[config.mk]
export PLATFORM = sky130hd
export DESIGN_NAME = six_step_commutation
export DESIGN_NICKNAME = d
export VERILOG_FILES = /design/src/rtl/six_step_commutation.v
export VERILOG_INCLUDE_DIRS = /design/src /design/src/rtl
export SDC_FILE = /design/constraint.sdc
export NUM_CORES = 2
export LEC_CHECK = 0
export BUFFER_PORTS_ARGS = -buffer_cell sky130_fd_sc_hd__buf_2
export CAP_MARGIN = 10
export CORE_ASPECT_RATIO = 0.5
export CORE_MARGIN = 8
export CORE_UTILIZATION = 60
export CTS_CLUSTER_DIAMETER = 60
export DETAILED_ROUTE_END_ITERATION = 12
export GPL_TIMING_DRIVEN = 0
export HOLD_SLACK_MARGIN = 0.03
export PLACE_DENSITY = 0.77
export RECOVER_POWER = 25
export SYNTH_ARGS = -nofsm -noshare
export SYNTH_HDL_FRONTEND = slang
export SYNTH_SLANG_ARGS = --single-unit
export TNS_END_PERCENT = 30
[constraint.sdc]
create_clock -name clk -period 15.18 [get_ports clk]
set_input_delay 1.518 -clock clk [delete_from_list [all_inputs] [get_ports clk]]
set_output_delay 1.518 -clock clk [all_outputs]
set_load 0.1 [all_outputs]
[src/rtl/six_step_consts.vh]
`ifndef SIX_STEP_CONSTS_VH
`define SIX_STEP_CONSTS_VH
// register word indexes
`define R_CTRL      4'h0
`define R_STATUS    4'h1
`define R_INIT_PER  4'h2
`define R_ACCEL     4'h3
`define R_OL_COUNT  4'h4
`define R_DECAY     4'h5
`define R_DUTY_THR  4'h6
`define R_DUTY      4'h7
`define R_ALIGN_T   4'h8
`define R_ALIGN_DTY 4'h9
`define R_ADVANCE   4'ha
`define R_FREEWHEEL 4'hb
`define R_OFFSET    4'hc
`define R_IBUS_FILT 4'hd
`define R_VBUS_FILT 4'he
// control and status fields
`define CTRL_RUN_BIT   0
`define CTRL_CLR_BIT   1
`define ST_STATE_LSB   0
`define ST_FAULT_LSB   4
`define ST_POST_BIT    8
`define ST_FOUND_BIT   9
`define ST_SECTOR_LSB  12
// reset values
`define RST_INIT_PER  16'h4000
`define RST_ACCEL     16'he000
`define RST_OL_COUNT  8'h10
`define RST_DECAY     16'h0100
`define RST_DUTY_THR  16'h0800
`define RST_DUTY      16'h2000
`define RST_ALIGN_T   16'h0064
`define RST_ALIGN_DTY 16'h1000
`define RST_ADVANCE   16'h61a9
`define RST_FREEWHEEL 16'h00c8
// application states
`define S_INIT  3'h0
`define S_CALIB 3'h1
`define S_ALIGN 3'h2
`define S_START 3'h3
`define S_RUN   3'h4
`define S_STOP  3'h5
`define S_FAULT 3'h6
// timing
`define TICK_MS 1
`define CLK_KHZ 40000
`endif

[src/rtl/six_step_commutation.v]
// The register addresses and the Avalon-MM register port were decided locally.
`timescale 1ns/1ps
`include "six_step_consts.vh"
module six_step_commutation #(
  parameter TICK_CYCLES = `TICK_MS * `CLK_KHZ
) (
  // clock and reset
  input  wire        clk,
  input  wire        rst_b,
  // avalon-mm slave
  input  wire [3:0]  address,
  input  wire        read,
  input  wire        write,
  input  wire [31:0] writedata,
  output wire [31:0] readdata,
  output wire        waitrequest,
  // converter samples
  input  wire        conv_done,
  input  wire [11:0] phase_sample,
  input  wire [11:0] bus_i_sample,
  input  wire [11:0] bus_v_sample,
  // fault sources
  input  wire        under_voltage,
  input  wire        over_voltage,
  input  wire        over_current,
  input  wire        driver_fault,
  // power stage
  output wire [2:0]  phase_high_en,
  output wire [2:0]  phase_low_en,
  output wire [15:0] pwm_duty,
  output wire [1:0]  back_emf_channel,
  output wire        commutation_pulse,
  output wire        speed_loop_tick
);
  localparam [31:0] TICK_SPAN = TICK_CYCLES - 1;
  localparam [15:0] TICK_LAST = TICK_SPAN[15:0];

  // gate pattern {high, low} per sector
  function [5:0] gate_of;
    input [2:0] s;
    begin
      case (s)
        3'h0: gate_of = 6'b001_010;
        3'h1: gate_of = 6'b001_100;
        3'h2: gate_of = 6'b010_100;
        3'h3: gate_of = 6'b010_001;
        3'h4: gate_of = 6'b100_001;
        3'h5: gate_of = 6'b100_010;
        default: gate_of = 6'b000_000;
      endcase
    end
  endfunction

  // floating phase channel per sector: 0=a 1=b 2=c
  function [1:0] float_of;
    input [2:0] s;
    begin
      case (s)
        3'h0, 3'h3: float_of = 2'h2;
        3'h1, 3'h4: float_of = 2'h1;
        default: float_of = 2'h0;
      endcase
    end
  endfunction

  reg [2:0]         state_q;
  reg [3:0]         fault_q;
  reg               run_q;
  reg [15:0]        init_per_q;
  reg [15:0]        accel_q;
  reg [7:0]         ol_n_q;
  reg [15:0]        decay_q;
  reg [15:0]        thr_q;
  reg [15:0]        duty_q;
  reg [15:0]        align_t_q;
  reg [15:0]        align_dty_q;
  reg [15:0]        adv_q;
  reg [15:0]        fw_q;
  reg [11:0]        offset_q;
  reg               ack_q;
  reg [31:0]        rdata_q;
  reg [15:0]        tick_cnt_q;
  reg               tick_q;
  reg [15:0]        cnt_q;
  reg [15:0]        mod_q;
  reg [15:0]        mod_old_q;
  reg [2:0]         sector_q;
  reg [7:0]         ol_cnt_q;
  reg [15:0]        wait_q;
  reg               post_q;
  reg               found_q;
  reg [15:0]        stamp_q;
  reg [15:0]        stamp_old_q;
  reg [15:0]        zc_q;
  reg [15:0]        avg_q;
  reg signed [12:0] back_emf_old_q;
  reg [11:0]        vh_q [0:3];
  reg [13:0]        vsum_q;
  reg signed [12:0] ih_q [0:3];
  reg signed [14:0] isum_q;
  reg [2:0]         hi_q;
  reg [2:0]         lo_q;
  reg [15:0]        pwm_q;
  reg [1:0]         chan_q;
  reg               comm_q;
  reg [1:0]         chan_out_q;
  integer           k;

  wire [3:0] fault_in = {driver_fault, over_current, over_voltage, under_voltage};
  wire       fault_any = |fault_in;
  wire       req = read | write;
  wire       wr_do = write & ack_q;
  wire       clr_req = wr_do & (address == `R_CTRL) & writedata[`CTRL_CLR_BIT];
  wire       tick = (tick_cnt_q == TICK_LAST);
  wire       driving = (state_q == `S_START) | (state_q == `S_RUN);
  // commutation event at timer overflow
  wire       comm = driving & (cnt_q >= mod_q);
  wire [5:0] gate_now = gate_of(sector_q);

  // bias removal and low-duty current blanking
  wire signed [12:0] i_raw = $signed({1'b0, bus_i_sample}) - $signed({1'b0, offset_q});
  wire signed [12:0] i_in = (duty_q > thr_q) ? i_raw : 13'sh0000;
  wire signed [14:0] isum_d = isum_q + {{2{i_in[12]}}, i_in} - {{2{ih_q[3][12]}}, ih_q[3]};
  wire [13:0]        vsum_d = vsum_q + {2'b00, bus_v_sample} - {2'b00, vh_q[3]};
  wire [11:0]        v_filt = vsum_d[13:2];
  wire signed [12:0] back_emf = $signed({1'b0, phase_sample}) - $signed({2'b00, v_filt[11:1]});
  wire signed [12:0] back_emf_corr = sector_q[0] ? back_emf : -back_emf;
  wire        post_next = post_q & ~(cnt_q > decay_q);
  wire        detect = conv_done & ~post_next & ~found_q & (state_q == `S_RUN);
  wire        hit = detect & ~back_emf_corr[12];
  wire [15:0] half_gap = (cnt_q - stamp_q) >> 1;
  wire [15:0] zc_new = cnt_q - half_gap;
  wire [15:0] per_new = mod_old_q - zc_q + zc_new;
  wire [16:0] avg_sum = {1'b0, avg_q} + {1'b0, per_new};
  wire [15:0] avg_new = avg_sum[16:1];
  wire [31:0] adv_prod = avg_new * adv_q;
  wire [31:0] acc_prod = mod_q * accel_q;

  assign waitrequest = req & ~ack_q;
  assign readdata = rdata_q;
  assign phase_high_en = hi_q;
  assign phase_low_en = lo_q;
  assign pwm_duty = pwm_q;
  assign back_emf_channel = chan_out_q;
  assign commutation_pulse = comm_q;
  assign speed_loop_tick = tick_q;

  // register slave, answer one cycle after the request
  always @(posedge clk or negedge rst_b) begin
    if (!rst_b) begin
      ack_q <= 1'b0;
      rdata_q <= 32'h0000_0000;
      run_q <= 1'b0;
      init_per_q <= `RST_INIT_PER;
      accel_q <= `RST_ACCEL;
      ol_n_q <= `RST_OL_COUNT;
      decay_q <= `RST_DECAY;
      thr_q <= `RST_DUTY_THR;
      duty_q <= `RST_DUTY;
      align_t_q <= `RST_ALIGN_T;
      align_dty_q <= `RST_ALIGN_DTY;
      adv_q <= `RST_ADVANCE;
      fw_q <= `RST_FREEWHEEL;
    end else begin
      ack_q <= req & ~ack_q;
      if (read & ~ack_q) begin
        case (address)
          `R_CTRL:      rdata_q <= {31'h0000_0000, run_q};
          `R_STATUS:    rdata_q <= {17'h0_0000, sector_q, 2'b00, found_q, post_q,
                                    fault_q, 1'b0, state_q};
          `R_INIT_PER:  rdata_q <= {16'h0000, init_per_q};
          `R_ACCEL:     rdata_q <= {16'h0000, accel_q};
          `R_OL_COUNT:  rdata_q <= {24'h00_0000, ol_n_q};
          `R_DECAY:     rdata_q <= {16'h0000, decay_q};
          `R_DUTY_THR:  rdata_q <= {16'h0000, thr_q};
          `R_DUTY:      rdata_q <= {16'h0000, duty_q};
          `R_ALIGN_T:   rdata_q <= {16'h0000, align_t_q};
          `R_ALIGN_DTY: rdata_q <= {16'h0000, align_dty_q};
          `R_ADVANCE:   rdata_q <= {16'h0000, adv_q};
          `R_FREEWHEEL: rdata_q <= {16'h0000, fw_q};
          `R_OFFSET:    rdata_q <= {20'h0_0000, offset_q};
          `R_IBUS_FILT: rdata_q <= {{19{isum_q[14]}}, isum_q[14:2]};
          `R_VBUS_FILT: rdata_q <= {20'h0_0000, vsum_q[13:2]};
          default:      rdata_q <= 32'h0000_0000;
        endcase
      end
      if (wr_do) begin
        case (address)
          `R_CTRL:      run_q <= writedata[`CTRL_RUN_BIT];
          `R_INIT_PER:  init_per_q <= writedata[15:0];
          `R_ACCEL:     accel_q <= writedata[15:0];
          `R_OL_COUNT:  ol_n_q <= writedata[7:0];
          `R_DECAY:     decay_q <= writedata[15:0];
          `R_DUTY_THR:  thr_q <= writedata[15:0];
          `R_DUTY:      duty_q <= writedata[15:0];
          `R_ALIGN_T:   align_t_q <= writedata[15:0];
          `R_ALIGN_DTY: align_dty_q <= writedata[15:0];
          `R_ADVANCE:   adv_q <= writedata[15:0];
          `R_FREEWHEEL: fw_q <= writedata[15:0];
          default: ;
        endcase
      end
    end
  end

  always @(posedge clk or negedge rst_b) begin
    if (!rst_b) begin
      tick_cnt_q <= 16'h0000;
      tick_q <= 1'b0;
    end else begin
      tick_cnt_q <= tick ? 16'h0000 : tick_cnt_q + 16'h0001;
      tick_q <= tick;
    end
  end

  // measurement path on conversion complete
  always @(posedge clk or negedge rst_b) begin
    if (!rst_b) begin
      vsum_q <= 14'h0000;
      isum_q <= 15'sh0000;
      stamp_q <= 16'h0000;
      stamp_old_q <= 16'h0000;
      for (k = 0; k < 4; k = k + 1) begin
        vh_q[k] <= 12'h000;
        ih_q[k] <= 13'sh0000;
      end
    end else if (conv_done) begin
      vsum_q <= vsum_d;
      isum_q <= isum_d;
      vh_q[0] <= bus_v_sample;
      ih_q[0] <= i_in;
      for (k = 1; k < 4; k = k + 1) begin
        vh_q[k] <= vh_q[k-1];
        ih_q[k] <= ih_q[k-1];
      end
      stamp_old_q <= stamp_q;
      stamp_q <= cnt_q;
    end
  end

  // application sequencer, commutation timer and crossing detector
  always @(posedge clk or negedge rst_b) begin
    if (!rst_b) begin
      state_q <= `S_INIT;
      fault_q <= 4'h0;
      offset_q <= 12'h000;
      cnt_q <= 16'h0000;
      mod_q <= 16'hffff;
      mod_old_q <= 16'h0000;
      sector_q <= 3'h0;
      ol_cnt_q <= 8'h00;
      wait_q <= 16'h0000;
      post_q <= 1'b0;
      found_q <= 1'b0;
      zc_q <= 16'h0000;
      avg_q <= 16'h0000;
      back_emf_old_q <= 13'sh0000;
      chan_q <= 2'h0;
      comm_q <= 1'b0;
    end else begin
      comm_q <= comm;
      cnt_q <= comm ? 16'h0000 : (driving ? cnt_q + 16'h0001 : 16'h0000);
      // decay expiry clears the post-commutation flag
      if (conv_done)
        post_q <= post_next;
      if (detect) begin
        back_emf_old_q <= back_emf_corr;
      end
      if (hit) begin
        zc_q <= zc_new;
        avg_q <= avg_new;
        mod_q <= zc_new + adv_prod[31:16];
      end
      if (comm) begin
        sector_q <= (sector_q == 3'h5) ? 3'h0 : sector_q + 3'h1;
        chan_q <= float_of((sector_q == 3'h5) ? 3'h0 : sector_q + 3'h1);
        mod_old_q <= mod_q;
        post_q <= 1'b1;
        found_q <= 1'b0;
      end
      // found flag wins over commutation clear
      if (hit)
        found_q <= 1'b1;
      case (state_q)
        `S_INIT: begin
          if (conv_done) begin
            offset_q <= bus_i_sample;
            wait_q <= fw_q;
            state_q <= `S_STOP;
          end
        end
        `S_STOP: begin
          if (tick && wait_q != 16'h0000)
            wait_q <= wait_q - 16'h0001;
          if (run_q && wait_q == 16'h0000) begin
            wait_q <= align_t_q;
            state_q <= `S_ALIGN;
          end
        end
        `S_ALIGN: begin
          if (tick && wait_q != 16'h0000)
            wait_q <= wait_q - 16'h0001;
          if (wait_q == 16'h0000) begin
            mod_q <= init_per_q;
            sector_q <= 3'h0;
            chan_q <= float_of(3'h0);
            ol_cnt_q <= 8'h00;
            post_q <= 1'b1;
            found_q <= 1'b0;
            state_q <= `S_START;
          end
        end
        `S_START: begin
          if (comm) begin
            mod_q <= acc_prod[31:16];
            ol_cnt_q <= ol_cnt_q + 8'h01;
            if (ol_cnt_q + 8'h01 >= ol_n_q) begin
              avg_q <= mod_q;
              zc_q <= 16'h0000;
              state_q <= `S_RUN;
            end
          end
        end
        `S_RUN: begin
          if (!run_q)
            state_q <= `S_INIT;
        end
        `S_FAULT: begin
          if (!fault_any && clr_req) begin
            fault_q <= 4'h0;
            state_q <= `S_INIT;
          end
        end
        default: state_q <= `S_INIT;
      endcase
      if (fault_any) begin
        fault_q <= fault_q | fault_in;
        state_q <= `S_FAULT;
      end
    end
  end

  // phase output drive
  always @(posedge clk or negedge rst_b) begin
    if (!rst_b) begin
      hi_q <= 3'b000;
      lo_q <= 3'b000;
      pwm_q <= 16'h0000;
      chan_out_q <= 2'h0;
    end else begin
      // channel lags the sector like the gates do
      chan_out_q <= chan_q;
      case (state_q)
        `S_ALIGN: begin
          hi_q <= 3'b100;
          lo_q <= 3'b011;
          pwm_q <= align_dty_q;
        end
        `S_START, `S_RUN: begin
          hi_q <= gate_now[5:3];
          lo_q <= gate_now[2:0];
          pwm_q <= duty_q;
        end
        default: begin
          hi_q <= 3'b000;
          lo_q <= 3'b000;
          pwm_q <= 16'h0000;
        end
      endcase
    end
  end
endmodule

==> flow_metrics.tcl <==
set metrics [dict create \
    outcome "complete, but fails checks" \
    violations "capacitance limit, slew limit" \
    post-route-period-util_pct 96.80 \
    drive_gt1_share_pct 11.55 \
    finalSetupTns_ns 0 \
    synth_flop_cell "dfrtp_1" \
    viasPerCell 5.976 \
    place_ws_ns -0.6811 \
    ant_nets 0 \
    synth_top_area_cell "dfrtp_1" \
    wirelength_um 132900 \
    start_kind "register" \
    syn_area_sq_um 44650 \
    yosys.cell_types.count 75 \
    critPathKind "reg2reg" \
    cts_sinks 488 \
    ys_seq_area_share_pct 27.46 \
    crit_path_end_kind "register" \
    worst_pin_slew_ns 6.360 \
    final_common_cell "inv_1" \
    path_clk_slew_ns 0.07 \
    place_hpwl_um 105100 \
    maxCapViolations 3 \
    antenna_found_initial 5 \
    mostFrequentLayoutCells "748 x inv_1, 578 x nand2_1, 448 x dfrtp_1" \
    setup_ws_ns 0.4852 \
    grt_first_pass_wirelength_um 207900 \
    row_count 70 \
    cts_tree "built" \
    nets 5794 \
    top_register "ih_q" \
    synth_edf_count 0 \
    cts_max_path_buffers 3 \
    ys_warn_count 0 \
    synth_fp_nets 5607 \
    ys_ff_latch 488 \
    max_freq_ghz 0.06805 \
    async_flop_share_pct 100.0 \
    slew-limit-headroom_pct -324.0 \
    nFillCells 5831 \
    area.growth.synth_to_final_pct 8.939 \
    vias 35267 \
    fin_cells 5901 \
    regArea_sq_um 12260 \
    io-pin-count 140 \
    dp_cells 5795 \
    multi_input_area_sq_um 28930 \
    drt_pre_antenna_iters 6 \
    wl_per_cell_um 22.52 \
    crit_path_max_incr_delay_ns 0.55 \
    cts_max_level 2 \
    critPathSlowestCell "fa_1" \
    gp_congestion 1.004 \
    drt_iter0_drc 3163 \
    r2r_start "cnt_q[1]$_DFF_PN0_" \
    clkLatencyLatePin_ns 0.61 \
    setup_viol_count_final 0 \
    largest_reg_flops 52 \
    syn_avg_cell_area_sq_um 9.498 \
    root_buffer "clkbuf_16" \
    critPathRequiredTime_ns 15.70 \
    core-area_sq_um 73400 \
    hold_class "reg2reg" \
    cp-startpoint "cnt_q[1]$_DFF_PN0_" \
    die_area_sq_um 83930 \
    min_period_ns 14.69 \
    clock_skew_ns 0.02082 \
    critPathArrivalTime_ns 15.22 \
    overflow 0 \
    synthDominantCellAreaShare_pct 25.22 \
    netlist_top_cells_area "dfrtp_1 25%, fa_1 19%, ha_1 11%" \
    drc 0 \
    grt_max_degree 128 \
    initial_utilization_pct 60.83 \
    path_max_fanout 10 \
    cts_inserted_buffers 48 \
    portBuffers 115 \
    die_height_um 208.9 \
    synth_cells 4701 \
    grtUsageTotal_pct 31.40 \
    finalHoldViolCount 0 \
    grt_pass1_vias 36933 \
    fp.dieW_um 401.8 \
    report.final.slew_viol_count 375 \
    hp-start "chan_q[0]$_DFF_PN0_" \
]
==> per-stage QoR <==
stage / utilization [%] / hold slack [ns] / cell area, sq um
CTS: 65.90 / 0.3995 / 48370
global route: 66.27 / 0.4102 / 48640
global placement: 63.27 / 0.3696 / 46440
floorplan: - / 0.3535 / 44650
finish: 66.27 / 0.3991 / 48640
detailed placement: 63.46 / 0.3670 / 46570
==> final timing paths <==
kind	endpoint	slack, ns	cells after the start
setup reg to reg	mod_q[15]$_DFF_PN1_	0.49	61
hold reg to reg	back_emf_channel[0]$_DFF_PN0_	0.40	0
max in group asynchronous	cnt_q[2]$_DFF_PN0_	2.97	2
min in group asynchronous	tick_cnt_q[11]$_DFF_PN0_	3.27	1
hold / removal	back_emf_channel[0]$_DFF_PN0_	0.40	0
setup / recovery	mod_q[15]$_DFF_PN1_	0.49	61
==> metal layers <==
layer,up-vias,share of wire [%],GRT usage [%]
met5,-,0.023,0
li1,15746,-,-
met4,4,5.2,14.54
met3,366,8.9,6.828
met2,1501,46,50.83
met1,17650,40,40.53
==> final cells by class <==
cell class / instances / share of cell area [%]
Multi-Input combinational cell: 3242 / 59.47
Sequential cell: 488 / 25.21
Inverter: 748 / 5.772
Clock buffer: 66 / 2.902
Tap cell: 972 / 2.500
Buffer: 221 / 1.952
Timing Repair Buffer: 139 / 1.559
Clock inverter: 24 / 0.6277
Antenna cell: 1 / 0.005145
==> cells by family (layout without fill, tap and decap cells) <==
group | Yosys count | after routing | synth area share (%)
muxes | 278 | 278 | 6.849
AOI/OAI and AO/OA | 721 | 721 | 10.48
adders and majority gates | 825 | 825 | 30.40
other | 0 | 1 | 0
buffers and inverters | 971 | 1198 | 8.384
and+or+nand+nor | 1257 | 1257 | 13.25
xor gates and xnor gates | 161 | 161 | 3.189
DFF | 488 | 488 | 27.46
==> timing repair <==
| action | CTS | global route |
|---|---|---|
| pin swaps | 2 | 4 |
| hold buffers | 0 | 0 |
| setup endpoints to repair | 5 | 7 |
| resized for setup | 15 | 57 |
| buffers inserted | 2 | 10 |
| gates cloned | 0 | 0 |
==> cells in the mapped netlist, drive strengths merged, types with 25 or more instances <==
master and instances:
o21a 29, fa 433, a22o 53, nor2b 33
a21o 48, nand2 578, a221oi 33, and3 27
and2 192, clkbuf 196, nand3 79, inv 748
xnor2 104, a22oi 55, nor2 166, xor2 56
nand4 25, dfrtp 450, buf 27, nor3 59
a21oi 143, mux2i 58, ha 392, dfstp 38
o21ai 220, mux2 220
==> worst max-delay path: cells and delay by family, from the launching register on <==
kind | cells | cell delay [ns]
simple gates | 13 | 2.20
flops | 1 | 0.46
fa+ha+maj | 13 | 5.54
xor+xnor | 7 | 1.42
compound gates | 20 | 4.37
buf+inv | 8 | 0.63
Power is left out: the tool's default activity adds up to more than one toggle a clock period on the data nets, which glitch-free logic cannot reach.
